### config.mk
export PLATFORM = sky130hd
export DESIGN_NAME = lmsc_top
export DESIGN_NICKNAME = d
export VERILOG_FILES = /design/src/shared/lmsc_pkg.sv /design/src/lmsc_top.sv
export SDC_FILE = /design/constraint.sdc
export NUM_CORES = 2
export LEC_CHECK = 0
export BUFFER_PORTS_ARGS = -buffer_cell sky130_fd_sc_hd__buf_2
export CAP_MARGIN = 20
export CELL_PAD_IN_SITES_DETAIL_PLACEMENT = 0
export CELL_PAD_IN_SITES_GLOBAL_PLACEMENT = 1
export CORE_MARGIN = 8
export CORE_UTILIZATION = 48
export DETAILED_ROUTE_END_ITERATION = 12
export PLACE_DENSITY = 0.95
export SKIP_LAST_GASP = 1
export SLEW_MARGIN = 25
export SYNTH_ARGS = -nofsm -noshare
export SYNTH_HDL_FRONTEND = slang
export SYNTH_SLANG_ARGS = --single-unit
### constraint.sdc
create_clock -name sys_clk_i -period 79.8 [get_ports sys_clk_i]
set_input_delay 15.96 -clock sys_clk_i [delete_from_list [all_inputs] [get_ports sys_clk_i]]
set_output_delay 15.96 -clock sys_clk_i [all_outputs]
set_load 0.01 [all_outputs]
### src/shared/lmsc_pkg.sv
// lmsc_pkg: register map, fields, reset values, ranges and timing of the load setpoint control
package lmsc_pkg;

   // register byte offsets
   localparam logic [5:0] LMSC_OFF_CTRL = 6'h00;
   localparam logic [5:0] LMSC_OFF_MODE = 6'h04;
   localparam logic [5:0] LMSC_OFF_SETPT = 6'h08;
   localparam logic [5:0] LMSC_OFF_TRIG = 6'h0c;
   localparam logic [5:0] LMSC_OFF_TRAN_HI = 6'h10;
   localparam logic [5:0] LMSC_OFF_TRAN_LO = 6'h14;
   localparam logic [5:0] LMSC_OFF_DWELL_HI = 6'h18;
   localparam logic [5:0] LMSC_OFF_DWELL_LO = 6'h1c;
   localparam logic [5:0] LMSC_OFF_LIM = 6'h20;
   localparam logic [5:0] LMSC_OFF_LIM_DLY = 6'h24;
   localparam logic [5:0] LMSC_OFF_STATUS = 6'h28;
   localparam logic [5:0] LMSC_OFF_TARGET = 6'h2c;
   localparam logic [5:0] LMSC_OFF_IRQ_STAT = 6'h30;
   localparam logic [5:0] LMSC_OFF_IRQ_MASK = 6'h34;
   localparam logic [5:0] LMSC_OFF_CMD = 6'h38;

   // field positions
   localparam int LMSC_CTRL_ON_BIT = 0;
   localparam int LMSC_CTRL_TRAN_BIT = 1;
   localparam int LMSC_MODE_VR_BIT = 4;
   localparam int LMSC_CMD_REMOTE_BIT = 0;
   localparam int LMSC_CMD_LOCAL_BIT = 1;
   localparam int LMSC_EV_TRIP = 0;
   localparam int LMSC_EV_FORCED_OFF = 1;
   localparam int LMSC_EV_TRIG = 2;
   localparam int LMSC_EV_CTRL = 3;

   // reset values
   localparam logic [15:0] LMSC_SETPT_RST = 16'h0000;
   localparam logic [15:0] LMSC_LIM_RST = 16'hffff;
   localparam logic [15:0] LMSC_LIM_DLY_RST = 16'h0001;
   localparam logic [16:0] LMSC_DWELL_RST = 17'h00001;

   // timing: one millisecond base at the system clock rate
   localparam int LMSC_CLK_PERIOD_NS = 100;
   localparam int LMSC_MS_NS = 1000000;
   localparam int LMSC_MS_CYCLES = LMSC_MS_NS / LMSC_CLK_PERIOD_NS;
   localparam logic [15:0] LMSC_LIM_DLY_MIN_MS = 16'h0001;   // 0.001 s
   localparam logic [15:0] LMSC_LIM_DLY_MAX_MS = 16'hea60;   // 60 s
   localparam logic [16:0] LMSC_DWELL_MAX_MS = 17'h1869f;    // 99999 ms
   localparam int LMSC_CR_SHIFT = 8;                         // current scale of v/r

   // nine test modes
   typedef enum logic [3:0] {
      current_low_range,
      current_high_range,
      voltage_mode_low_range,
      voltage_mode_high_range,
      resistance_low_range,
      resistance_medium_range,
      resistance_high_range,
      power_voltage_source_mode,
      power_current_source_mode
   } lmsc_mode_t;
   localparam logic [3:0] LMSC_NUM_MODES = 4'h9;

   // voltage range for resistance modes
   localparam logic low_voltage_range = 1'b0;
   localparam logic high_voltage_range = 1'b1;

   // setting range limits, plain defaults in device units
   localparam logic [15:0] LMSC_MIN_LEVEL = 16'h0000;
   localparam logic [15:0] LMSC_MIN_RES = 16'h0001;
   localparam logic [15:0] LMSC_MAX_CUR_LO = 16'h0bb8;
   localparam logic [15:0] LMSC_MAX_CUR_HI = 16'h7530;
   localparam logic [15:0] LMSC_MAX_VOLT_LO = 16'h1770;
   localparam logic [15:0] LMSC_MAX_VOLT_HI = 16'h3a98;
   localparam logic [15:0] LMSC_MAX_RES_LO = 16'h05dc;
   localparam logic [15:0] LMSC_MAX_RES_MED = 16'h2710;
   localparam logic [15:0] LMSC_MAX_RES_HI = 16'hea60;
   localparam logic [15:0] LMSC_VH_RES_STEP = 16'h0002;      // high voltage range span factor
   localparam logic [15:0] LMSC_MAX_POW_V = 16'h4e20;
   localparam logic [15:0] LMSC_MAX_POW_C = 16'h4e20;

   function automatic logic [15:0] lmsc_clamp(input logic [15:0] v, input logic [15:0] lo,
                                              input logic [15:0] hi);
      return (v < lo) ? lo : ((v > hi) ? hi : v);
   endfunction

   function automatic logic lmsc_is_res(input lmsc_mode_t m);
      return (m == resistance_low_range) || (m == resistance_medium_range) ||
             (m == resistance_high_range);
   endfunction

   function automatic logic [15:0] lmsc_min(input lmsc_mode_t m, input logic vr);
      return lmsc_is_res(m) ? LMSC_MIN_RES : LMSC_MIN_LEVEL;
   endfunction

   function automatic logic [15:0] lmsc_max(input lmsc_mode_t m, input logic vr);
      logic [15:0] r;
      r = LMSC_MAX_POW_C;
      case (m)
         current_low_range: r = LMSC_MAX_CUR_LO;
         current_high_range: r = LMSC_MAX_CUR_HI;
         voltage_mode_low_range: r = LMSC_MAX_VOLT_LO;
         voltage_mode_high_range: r = LMSC_MAX_VOLT_HI;
         resistance_low_range: r = LMSC_MAX_RES_LO;
         resistance_medium_range: r = LMSC_MAX_RES_MED;
         resistance_high_range: r = LMSC_MAX_RES_HI;
         power_voltage_source_mode: r = LMSC_MAX_POW_V;
         default: r = LMSC_MAX_POW_C;
      endcase
      if (lmsc_is_res(m) && vr == high_voltage_range && m != resistance_high_range) begin
         r = 16'(r * LMSC_VH_RES_STEP);
      end
      return r;
   endfunction

endpackage

### src/lmsc_top.sv
// lmsc_top: mode, setpoint, trigger, transient and current-limit control of the load
//
// How it works
// - after reset the block is in local control, panel accepted
// - a remote command write puts the block into remote control at once
// - in remote the indicator is lit and panel writes are ignored
// - local command write or long lock key press returns to local, indicator off
// - nine test modes are held until explicitly changed
// - changing mode while input is on switches the input off
// - switching the input on applies the stored set value one cycle later
// - out of range set values are clamped to range minimum or maximum
// - current mode has a low and a high range with different spans
// - current range change switches input off and refits the setpoint
// - a trigger copies the triggered level into the immediate level
// - after one applied trigger, further triggers wait for a new level write
// - transient enable alternates the active level between upper and lower in current, voltage and resistance modes
// - current above limit for longer than the delay trips input off, alarm
// - resistance mode has three sub-ranges in each of two voltage ranges
// - in resistance mode the sink target is input voltage over resistance
// - transient dwell times are programmable from 0 to 99999 ms
`timescale 1ns/100ps
module lmsc_top import lmsc_pkg::*; #(
   parameter int unsigned MS_CYCLES = LMSC_MS_CYCLES
) (
   // clock and reset
   input wire logic sys_clk_i,
   input wire logic rst_b_i,
   // avalon-mm slave
   input wire logic [5:0] avs_address_i,
   input wire logic avs_read_i,
   input wire logic avs_write_i,
   input wire logic [31:0] avs_writedata_i,
   output logic [31:0] avs_readdata_o,
   output logic avs_waitrequest_o,
   // front panel (keys and knob, decoded to register writes)
   input wire logic panel_wr_i,
   input wire logic [5:0] panel_addr_i,
   input wire logic [31:0] panel_wdata_i,
   output logic panel_ready_o,
   input wire logic panel_lock_long_i,
   // trigger and measurements
   input wire logic trig_i,
   input wire logic [15:0] meas_cur_i,
   input wire logic [15:0] meas_volt_i,
   // load control and indicators
   output logic input_on_o,
   output logic [15:0] sink_target_o,
   output logic remote_indicator_o,
   output logic alarm_o,
   output logic irq_o
);

   typedef struct packed {
      logic ack;
      logic [31:0] rdata;
      logic remote;
      logic input_on;
      logic tran_en;
      lmsc_mode_t mode;
      logic vrange;
      logic [15:0] setpt;
      logic [15:0] trig_lvl;
      logic trig_pend;
      logic [15:0] tran_hi;
      logic [15:0] tran_lo;
      logic [16:0] dwell_hi;
      logic [16:0] dwell_lo;
      logic [15:0] lim;
      logic [15:0] lim_dly;
      logic tran_phase;
      logic [16:0] tran_ms;
      logic [15:0] lim_ms;
      logic [23:0] ms_div;
      logic alarm;
      logic [3:0] irq_stat;
      logic [3:0] irq_mask;
      logic [15:0] target;
   } lmsc_state_t;

   lmsc_state_t st_reg;
   lmsc_state_t st_next;

   logic bus_take;
   logic bus_wr_take;
   logic panel_take;
   logic ms_tick;
   logic tran_act;
   logic over_lim;
   logic [16:0] dwell_cur;
   logic [15:0] level_cur;

   // resistance mode sink current: scaled v / r, saturated to the output width
   function automatic logic [15:0] cr_current(input logic [15:0] v, input logic [15:0] r);
      logic [23:0] q;
      q = {v, 8'h00} / {8'h00, r};
      return (q[23:16] != 8'h00) ? 16'hffff : q[15:0];
   endfunction

   // transient is meaningful only in current, voltage and resistance modes
   function automatic logic tran_mode_ok(input lmsc_mode_t m);
      return (m != power_voltage_source_mode) && (m != power_current_source_mode);
   endfunction

   // registers the front panel may reach; command and interrupt registers are bus only
   function automatic logic panel_ok(input logic [5:0] a);
      return (a != LMSC_OFF_CMD) && (a != LMSC_OFF_IRQ_STAT) && (a != LMSC_OFF_IRQ_MASK);
   endfunction

   // one register write, shared by the bus and the front panel
   function automatic lmsc_state_t apply_write(input lmsc_state_t s, input logic [5:0] a,
                                               input logic [31:0] d);
      lmsc_state_t r;
      lmsc_mode_t nm;
      r = s;
      nm = lmsc_mode_t'(d[3:0]);
      case (a)
         LMSC_OFF_CTRL: begin
            if (d[LMSC_CTRL_ON_BIT] && !s.input_on) begin
               r.alarm = 1'b0;      // a new turn-on clears the trip alarm
            end
            r.input_on = d[LMSC_CTRL_ON_BIT];
            r.tran_en = d[LMSC_CTRL_TRAN_BIT];
         end
         LMSC_OFF_MODE: begin
            // unknown mode codes are dropped so the held mode stays valid
            if (d[3:0] < LMSC_NUM_MODES && (nm != s.mode || d[LMSC_MODE_VR_BIT] != s.vrange)) begin
               if (s.input_on) begin
                  r.irq_stat[LMSC_EV_FORCED_OFF] = 1'b1;
               end
               r.input_on = 1'b0;
               r.mode = nm;
               r.vrange = d[LMSC_MODE_VR_BIT];
               r.setpt = lmsc_clamp(s.setpt, lmsc_min(nm, r.vrange),
                                    lmsc_max(nm, r.vrange));
               r.tran_hi = lmsc_clamp(s.tran_hi, lmsc_min(nm, r.vrange), lmsc_max(nm, r.vrange));
               r.tran_lo = lmsc_clamp(s.tran_lo, lmsc_min(nm, r.vrange), lmsc_max(nm, r.vrange));
            end
         end
         LMSC_OFF_SETPT: begin
            r.setpt = lmsc_clamp(d[15:0], lmsc_min(s.mode, s.vrange),
                                 lmsc_max(s.mode, s.vrange));
         end
         LMSC_OFF_TRIG: begin
            r.trig_lvl = d[15:0];
            r.trig_pend = 1'b1;
         end
         LMSC_OFF_TRAN_HI: begin
            r.tran_hi = lmsc_clamp(d[15:0], lmsc_min(s.mode, s.vrange), lmsc_max(s.mode, s.vrange));
         end
         LMSC_OFF_TRAN_LO: begin
            r.tran_lo = lmsc_clamp(d[15:0], lmsc_min(s.mode, s.vrange), lmsc_max(s.mode, s.vrange));
         end
         LMSC_OFF_DWELL_HI: begin
            r.dwell_hi = (d[16:0] > LMSC_DWELL_MAX_MS) ? LMSC_DWELL_MAX_MS : d[16:0];
         end
         LMSC_OFF_DWELL_LO: begin
            r.dwell_lo = (d[16:0] > LMSC_DWELL_MAX_MS) ? LMSC_DWELL_MAX_MS : d[16:0];
         end
         LMSC_OFF_LIM: begin
            r.lim = d[15:0];
         end
         LMSC_OFF_LIM_DLY: begin
            r.lim_dly = lmsc_clamp(d[15:0], LMSC_LIM_DLY_MIN_MS, LMSC_LIM_DLY_MAX_MS);
         end
         LMSC_OFF_IRQ_MASK: begin
            r.irq_mask = d[3:0];
         end
         LMSC_OFF_IRQ_STAT: begin
            r.irq_stat = s.irq_stat & ~d[3:0];   // events later in the cycle set again
         end
         LMSC_OFF_CMD: begin
            if (d[LMSC_CMD_REMOTE_BIT] && !s.remote) begin
               r.remote = 1'b1;
               r.irq_stat[LMSC_EV_CTRL] = 1'b1;
            end else if (d[LMSC_CMD_LOCAL_BIT] && s.remote) begin
               r.remote = 1'b0;
               r.irq_stat[LMSC_EV_CTRL] = 1'b1;
            end
         end
         default: begin
            r = s;               // unmapped or read-only: write ignored
         end
      endcase
      return r;
   endfunction

   // request decode; one wait cycle, answer on the second edge
   assign bus_take = (avs_read_i || avs_write_i) && st_reg.ack;
   assign bus_wr_take = avs_write_i && st_reg.ack;
   assign avs_waitrequest_o = (avs_read_i || avs_write_i) && !st_reg.ack;
   // a panel write collides with a bus write; the panel is stalled rather than lost
   assign panel_ready_o = !bus_wr_take;
   assign panel_take = panel_wr_i && !bus_wr_take && !st_reg.remote && panel_ok(panel_addr_i);
   assign ms_tick = (st_reg.ms_div == 24'(MS_CYCLES - 1));
   assign tran_act = st_reg.tran_en && st_reg.input_on && tran_mode_ok(st_reg.mode);
   assign dwell_cur = st_reg.tran_phase ? st_reg.dwell_hi : st_reg.dwell_lo;
   assign over_lim = st_reg.input_on && (meas_cur_i > st_reg.lim);
   assign level_cur = tran_act ? (st_reg.tran_phase ? st_reg.tran_hi : st_reg.tran_lo) :
                      st_reg.setpt;

   // next-state logic for the whole block
   always_comb begin
      st_next = st_reg;

      // millisecond base shared by transient dwell and limit delay
      st_next.ms_div = ms_tick ? 24'h000000 : 24'(st_reg.ms_div + 24'h000001);

      // bus slave: latch read data on the first cycle, act on the answering edge
      if (st_reg.ack) begin
         st_next.ack = 1'b0;
         if (bus_wr_take) begin
            st_next = apply_write(st_next, avs_address_i, avs_writedata_i);
         end
      end else if (avs_read_i || avs_write_i) begin
         st_next.ack = 1'b1;
         case (avs_address_i)
            LMSC_OFF_CTRL: st_next.rdata = {30'h0, st_reg.tran_en, st_reg.input_on};
            LMSC_OFF_MODE: st_next.rdata = {27'h0, st_reg.vrange, st_reg.mode};
            LMSC_OFF_SETPT: st_next.rdata = {16'h0, st_reg.setpt};
            LMSC_OFF_TRIG: st_next.rdata = {16'h0, st_reg.trig_lvl};
            LMSC_OFF_TRAN_HI: st_next.rdata = {16'h0, st_reg.tran_hi};
            LMSC_OFF_TRAN_LO: st_next.rdata = {16'h0, st_reg.tran_lo};
            LMSC_OFF_DWELL_HI: st_next.rdata = {15'h0, st_reg.dwell_hi};
            LMSC_OFF_DWELL_LO: st_next.rdata = {15'h0, st_reg.dwell_lo};
            LMSC_OFF_LIM: st_next.rdata = {16'h0, st_reg.lim};
            LMSC_OFF_LIM_DLY: st_next.rdata = {16'h0, st_reg.lim_dly};
            LMSC_OFF_STATUS: begin
               st_next.rdata = {26'h0, tran_act, st_reg.tran_phase, st_reg.alarm,
                                st_reg.trig_pend, st_reg.input_on, st_reg.remote};
            end
            LMSC_OFF_TARGET: st_next.rdata = {16'h0, st_reg.target};
            LMSC_OFF_IRQ_STAT: st_next.rdata = {28'h0, st_reg.irq_stat};
            LMSC_OFF_IRQ_MASK: st_next.rdata = {28'h0, st_reg.irq_mask};
            default: st_next.rdata = 32'h00000000;
         endcase
      end

      // front panel is only heard in local control
      if (panel_take) begin
         st_next = apply_write(st_next, panel_addr_i, panel_wdata_i);
      end

      // the lock/local key is the one key that still works in remote
      if (panel_lock_long_i && st_next.remote) begin
         st_next.remote = 1'b0;
         st_next.irq_stat[LMSC_EV_CTRL] = 1'b1;
      end

      // trigger promotes the armed level once; output follows via the target path
      if (trig_i && st_next.trig_pend) begin
         st_next.setpt = lmsc_clamp(st_next.trig_lvl, lmsc_min(st_next.mode, st_next.vrange),
                                    lmsc_max(st_next.mode, st_next.vrange));
         st_next.trig_pend = 1'b0;
         st_next.irq_stat[LMSC_EV_TRIG] = 1'b1;
      end

      // transient alternation; a zero dwell swaps on the next cycle
      if (!tran_act) begin
         st_next.tran_ms = 17'h00000;
         st_next.tran_phase = 1'b0;
      end else if (st_reg.tran_ms >= dwell_cur) begin
         st_next.tran_ms = 17'h00000;
         st_next.tran_phase = !st_reg.tran_phase;
      end else if (ms_tick) begin
         st_next.tran_ms = 17'(st_reg.tran_ms + 17'h00001);
      end

      // software current limit, counted in whole milliseconds over the limit
      if (!over_lim) begin
         st_next.lim_ms = 16'h0000;
      end else if (st_reg.lim_ms >= st_reg.lim_dly) begin
         st_next.input_on = 1'b0;
         st_next.alarm = 1'b1;
         st_next.irq_stat[LMSC_EV_TRIP] = 1'b1;
         st_next.lim_ms = 16'h0000;
      end else if (ms_tick) begin
         st_next.lim_ms = 16'(st_reg.lim_ms + 16'h0001);
      end

      // sink target follows the stored level one cycle after the input is on
      if (!st_reg.input_on) begin
         st_next.target = 16'h0000;
      end else if (lmsc_is_res(st_reg.mode)) begin
         st_next.target = cr_current(meas_volt_i, level_cur);
      end else begin
         st_next.target = level_cur;
      end
   end

   // state register; reset leaves the block local with the input off
   always_ff @(posedge sys_clk_i) begin
      if (!rst_b_i) begin
         st_reg <= '{
            ack: 1'b0, rdata: 32'h00000000, remote: 1'b0, input_on: 1'b0,
            tran_en: 1'b0, mode: current_low_range, vrange: low_voltage_range,
            setpt: LMSC_SETPT_RST, trig_lvl: LMSC_SETPT_RST, trig_pend: 1'b0,
            tran_hi: LMSC_SETPT_RST, tran_lo: LMSC_SETPT_RST,
            dwell_hi: LMSC_DWELL_RST, dwell_lo: LMSC_DWELL_RST,
            lim: LMSC_LIM_RST, lim_dly: LMSC_LIM_DLY_RST, tran_phase: 1'b0,
            tran_ms: 17'h00000, lim_ms: 16'h0000, ms_div: 24'h000000, alarm: 1'b0,
            irq_stat: 4'h0, irq_mask: 4'h0, target: 16'h0000
         };
      end else begin
         st_reg <= st_next;
      end
   end

   // outputs
   assign avs_readdata_o = st_reg.rdata;
   assign input_on_o = st_reg.input_on;
   assign sink_target_o = st_reg.target;
   assign remote_indicator_o = st_reg.remote;
   assign alarm_o = st_reg.alarm;
   assign irq_o = |(st_reg.irq_stat & st_reg.irq_mask);
endmodule

* Yosys cells after proc, flatten, opt, wreduce, memory -nomap -nowiden *
Memory sizes are Yosys's and may differ from the RTL's. A register that Yosys moved wholly into a read port is not among the register bits.
Cells that the tools add are included.

cells by class
  $add $sub $neg = 3
  div/mod/pow operators = 1
  $lt $le $gt $ge = 33
  equal/unequal tests = 56
  multiplexer cells = 183
  bitwise operators = 8
  reductions and logical operators = 61

operators with widths
  cell                     number
  $mux W16                 103
  $mux W222                3
  $pmux W17 S14            1
  $gt A16 B16 Y1           14
  $pmux W16 S2             6
  $mux W17                 10
  $lt A16 B1 Y1            5
  $eq A6 B6 Y1 const B     12
  $mux W33                 2
  $lt A16 B16 Y1           4
  $mux W32                 2
  $eq A4 B3 Y1 const B     15
  $eq A6 B5 Y1 const B     8
  $mux W21                 2
  $mux W1                  40
  $gt A17 B17 Y1 const B   2
  $gt A16 B16 Y1 const B   2
  $lt A16 B1 Y1 const B    2
  $logic_and A1 B1 Y1      31
  $add A24 B1 Y24 const B  1
  $div A24 B16 Y24         1
  $eq A24 B14 Y1 const B   1
  $eq A6 B4 Y1 const B     4
  $mux W24                 1
  other kinds (26)         73

storage, ports and cells
  register bits after elaboration = 255
  memory bits (read-only) = 1456
  output and inout bits = 54
  memories kept = 13

memories
  name              words  width  read ports  clocked after Yosys merged registers in  write ports  line            text
  (name not given)  8      14     1           0                                        0            lmsc_pkg.sv:96  case (m)
  (name not given)  8      14     1           0                                        0            lmsc_pkg.sv:96
  (name not given)  8      14     1           0                                        0            lmsc_pkg.sv:96
  (name not given)  8      14     1           1                                        0            lmsc_pkg.sv:96
  (name not given)  8      14     1           1                                        0            lmsc_pkg.sv:96
  (name not given)  8      14     1           1                                        0            lmsc_pkg.sv:96
  +7 memories       n/a    n/a    n/a         n/a                                      n/a          n/a

* Depth between registers and ports, before layout *
  word-level depth = 41
  depth in mapped cells = 271
  gate-level depth less buffers = 250

* Worst setup path before layout *
Ideal clock, no wire load.

  kind = input -> register
  from = in meas_volt_i[15]
  to = reg st_reg, in the netlist sink_target_o[0]
  setup time = 0.145 ns
  data arrival time = 65.573 ns
  required time = 79.655 ns
  setup slack = 14.082 ns
  cell stages on the path = 235
  path buffers = 24
  path through = o21a_1 > ha_1 > o21a_1 > nor2_1 > and2_1 > o21ai_0 > o21ai_0 > ha_1 > o211ai_1 > nand3b_1 > o211a_1 > nand4_1 > nand2_1 > o21ai_0 > ha_1 > o21a_1 > o21ai_0 > a21oi_1 > [199 not listed] > a21o_1 > a21o_1 > a21oi_1 > nand2_1 > nor4_4 > buf_6 > mux2_1 > ha_1 > a21o_1 > a21o_1 > a21oi_1 > nor2_1 > a2111oi_0 > o21ai_0 > nor4_1 > nand4_1 > a2111oi_0 > a41oi_1

between the ends
  cells in the longest elaborated chain, start to end = 4

ends and longest elaborated chain
  item                    line             text
  start: declaration      lmsc_top.sv:44   input wire logic [15:0] meas_volt_i,
  $div A24 B16 Y24 (*)    lmsc_top.sv:95   q = {v, 8'h00} / {8'h00, r};
  $reduce_bool A8 Y1      lmsc_top.sv:96   return (q[23:16] != 8'h00) ? 16'hffff : q[15:0];
  $mux W16 (*)            lmsc_top.sv:96
  $mux W16 (*)            lmsc_top.sv:283  end else if (lmsc_is_res(st_reg.mode)) begin
  end signal: assignment  lmsc_top.sv:293  st_reg <= '{
  end signal: assignment  lmsc_top.sv:304  st_reg <= st_next;
  end: declaration        lmsc_top.sv:80   lmsc_state_t st_reg;

Every way passes the cells marked *; elsewhere a longest branch is shown, timed or not.
A chain may end at the register's enable or synchronous reset.

* Worst setup path in the final report *
Same ends and word-level chain as after synthesis.

==> run_summary.xml <==
<?xml version="1.0" encoding="UTF-8"?>
<metrics>
  <group name="setup_path">
    <metric name="cp-end-kind" unit="">flop</metric>
    <metric name="criticalPathCategory" unit="">in2reg</metric>
    <metric name="required" unit="ns">80.21</metric>
    <metric name="worstPathMaxFanout" unit="">25</metric>
    <metric name="worstRegToRegCells" unit="">231</metric>
    <metric name="crit_path_max_incr_delay" unit="ns">0.82</metric>
    <metric name="crit_path_frequent_cell" unit="">sky130_fd_sc_hd__o21ai_0</metric>
    <metric name="ff2ff_setup_slack" unit="ns">16.89</metric>
    <metric name="critPathArrivalTime" unit="ns">75.44</metric>
    <metric name="crit_path_top_delay_cell" unit="">sky130_fd_sc_hd__a2111oi_0</metric>
    <metric name="reg2reg_to" unit="">sink_target_o[0]$_SDFF_PN0_</metric>
    <metric name="startpoint_type" unit="">input port</metric>
    <metric name="critical_register_to_register_path_startpoint" unit="">input_on_o$_SDFF_PN0_</metric>
  </group>
  <group name="global_routing">
    <metric name="grt_pass1_vias" unit="">36630</metric>
    <metric name="grt_max_degree" unit="">91</metric>
    <metric name="wire_length_of_the_first_global_routing_pass" unit="mm">221.1</metric>
    <metric name="antenna_found_initial" unit="">7</metric>
    <metric name="groute.usage.overall" unit="%">33.86</metric>
    <metric name="remaining_global_route_overflow" unit="">0</metric>
  </group>
  <group name="worst_hold_path">
    <metric name="timing.hold.worst_path_depth" unit="">1</metric>
    <metric name="worstHoldEndpoint" unit="">st_reg[25]$_SDFF_PP0_</metric>
    <metric name="min_path_type" unit="">reg2reg</metric>
    <metric name="hold_path_startpoint" unit="">st_reg[25]$_SDFF_PP0_</metric>
  </group>
  <group name="logic_synthesis">
    <metric name="synthArstFlopShare" unit="%">0</metric>
    <metric name="synthesis.area_per_instance" unit="um^2">7.218</metric>
    <metric name="synth_cells" unit="">4940</metric>
    <metric name="ys_ff_latch" unit="">253</metric>
    <metric name="ys_seq_area_share" unit="%">14.20</metric>
    <metric name="synth_warnings" unit="">0</metric>
    <metric name="yosysUniqueCellTypes" unit="">107</metric>
    <metric name="cell_area_after_synthesis" unit="um^2">35660</metric>
    <metric name="most_common_flop_cell_mapped_by_yosys" unit="">sky130_fd_sc_hd__dfxtp_1</metric>
    <metric name="synth_edf_count" unit="">0</metric>
  </group>
  <group name="cells_and_area">
    <metric name="final_nets" unit="">5499</metric>
    <metric name="layout_common_cells" unit="">614 x sky130_fd_sc_hd__nor2_1, 461 x sky130_fd_sc_hd__ha_1, 418 x sky130_fd_sc_hd__nand2_1, 386 x sky130_fd_sc_hd__a21oi_1, 313 x sky130_fd_sc_hd__o21ai_0</metric>
    <metric name="share_of_cells_above_drive_strength_1" unit="%">9.144</metric>
    <metric name="final_common_cell" unit="">sky130_fd_sc_hd__nor2_1</metric>
    <metric name="finalCoreUtilization" unit="%">51.67</metric>
    <metric name="final_cell_count_no_fill" unit="">5917</metric>
    <metric name="final_area" unit="um^2">38210</metric>
    <metric name="largest_register_ffs" unit="">204</metric>
    <metric name="area_growth_syn_to_layout" unit="%">7.147</metric>
  </group>
  <group name="timing">
    <metric name="achievable-frequency" unit="MHz">13.33</metric>
    <metric name="fin_crit" unit="ns">75.03</metric>
    <metric name="final.period_utilization" unit="%">94.02</metric>
    <metric name="finalSetupViolCount" unit="">0</metric>
    <metric name="timing_hold_violations_final" unit="">0</metric>
    <metric name="slew-limit-headroom" unit="%">16.17</metric>
    <metric name="timing.clock.skew" unit="ns">0.02783</metric>
    <metric name="setup-tns-final" unit="ns">0</metric>
    <metric name="final_max_slew_viol_count" unit="">0</metric>
    <metric name="worstMarginPinSlew" unit="ns">1.250</metric>
  </group>
  <group name="place">
    <metric name="dp.final_hpwl" unit="mm">113.7</metric>
    <metric name="routabilityCongestion" unit="">1.025</metric>
    <metric name="instance_area_at_placement" unit="um^2">37110</metric>
    <metric name="placed_cells_incl_taps" unit="">5858</metric>
    <metric name="port_buffers" unit="">123</metric>
  </group>
  <group name="clock_tree">
    <metric name="ctsHoldBuffers" unit="">0</metric>
    <metric name="clock_path_buffers" unit="">3</metric>
    <metric name="path_clk_slew" unit="ns">0.06</metric>
    <metric name="numClockSinks" unit="">253</metric>
    <metric name="clk_latency" unit="ns">0.60</metric>
    <metric name="cts.root.buffer_cell" unit="">sky130_fd_sc_hd__clkbuf_16</metric>
    <metric name="cts-htree-levels" unit="">1</metric>
    <metric name="clock_tree_from_tritoncts" unit="">done</metric>
    <metric name="post_cts.resized_instances" unit="">0</metric>
    <metric name="cts_inserted_buffers" unit="">30</metric>
    <metric name="post_cts_buffers" unit="">0</metric>
  </group>
  <group name="floorplan">
    <metric name="core_area" unit="um^2">73950</metric>
    <metric name="die_height" unit="um">288.6</metric>
    <metric name="floorplan.die_area" unit="um^2">83270</metric>
    <metric name="placementRows" unit="">100</metric>
    <metric name="pin_count" unit="">169</metric>
    <metric name="die_width" unit="um">288.6</metric>
    <metric name="initial_util" unit="%">48.22</metric>
  </group>
  <group name="drt">
    <metric name="route.detailed.vias_per_inst" unit="">6.677</metric>
    <metric name="post_drt_wl_per_cell" unit="um">24.96</metric>
    <metric name="detail_route.wirelength" unit="mm">147.7</metric>
    <metric name="routed-via-count" unit="">39510</metric>
    <metric name="antenna_violation_net_count_after_detailed_routing" unit="">0</metric>
    <metric name="dr.first_iter.drc_count" unit="">4833</metric>
    <metric name="drcViolationCount" unit="">0</metric>
    <metric name="drtPass1Iterations" unit="">10</metric>
  </group>
  <group name="status">
    <metric name="run_status" unit="">completed</metric>
  </group>
  <group name="flow_run">
    <metric name="max-cap-violations" unit="">0</metric>
  </group>
</metrics>
[worst max-delay path: cells and delay by family]
family | cells | cell delay [ns]
AOI/OAI and AO/OA | 127 | 32.57
adders and majority gates | 24 | 8.11
buffers and inverters | 11 | 2.37
muxes | 8 | 2.82
and+or+nand+nor | 58 | 13.53
[cells in the mapped netlist, types with 113 or more instances]
library cell	count	area share [%]
sky130_fd_sc_hd__nor2_1	616	6.5
sky130_fd_sc_hd__ha_1	461	16
sky130_fd_sc_hd__o21ai_0	314	4.4
sky130_fd_sc_hd__nor3_1	113	1.6
sky130_fd_sc_hd__xnor2_1	122	3.0
sky130_fd_sc_hd__inv_1	178	1.9
sky130_fd_sc_hd__a21oi_1	392	5.5
sky130_fd_sc_hd__clkbuf_1	191	2.0
sky130_fd_sc_hd__nand3_1	127	1.8
sky130_fd_sc_hd__dfxtp_1	253	14
sky130_fd_sc_hd__a21o_1	128	2.7
sky130_fd_sc_hd__nand2_1	418	4.4
[stage by stage]
step                      hold slack (ns)  worst slack [ns]
after detailed placement           0.4444             4.994
final                              0.4467             4.773
after global placement             0.4292             5.427
after global routing               0.4918          -0.04388
after floorplan                    0.4132             14.08
after CTS                          0.4552             5.305
[routing by layer]
| layer | GRT usage (%) | up-vias | share of wire (%) |
|---|---|---|---|
| li1 | - | 18300 | - |
| met1 | 43.65 | 18260 | 40 |
| met2 | 51.61 | 2385 | 42 |
| met3 | 7.441 | 558 | 12 |
| met4 | 19.78 | 4 | 6.9 |
| met5 | 0 | - | 0.022 |
[kinds of logic after synthesis]
family / count (synthesis) / synth area share, %
AOI/OAI and AO/OA: 1531 / 28.46
xor gates and xnor gates: 218 / 5.354
adders and majority gates: 462 / 16.23
buffers and inverters: 453 / 5.393
DFF: 253 / 14.20
muxes: 190 / 5.723
other: 1 / 0.01052
and+or+nand+nor: 1832 / 24.62
[layout make-up]
class,count,area (um^2)
Clock buffer,39,834.6
Multi-Input combinational cell,4248,28970
Tap cell,969,1212
Inverter,183,689.4
Fill cell,7345,35740
Timing Repair Buffer,206,1242
Sequential cell,253,5066
Antenna cell,5,12.51
Clock inverter,14,176.4
[worst max path at each step]
stage / from / to
3_5_place_dp: meas_volt_i[15] / sink_target_o[0]$_SDFF_PN0_
2_1_floorplan: meas_volt_i[15] / sink_target_o[0]$_SDFF_PN0_
4_1_cts: meas_volt_i[15] / sink_target_o[0]$_SDFF_PN0_
5_1_grt: meas_volt_i[15] / sink_target_o[0]$_SDFF_PN0_
3_3_place_gp: meas_volt_i[15] / sink_target_o[0]$_SDFF_PN0_
6_report: meas_volt_i[15] / sink_target_o[0]$_SDFF_PN0_
Power is left out: the tool's default activity adds up to more than one toggle a clock period on the data nets, which glitch-free logic cannot reach.
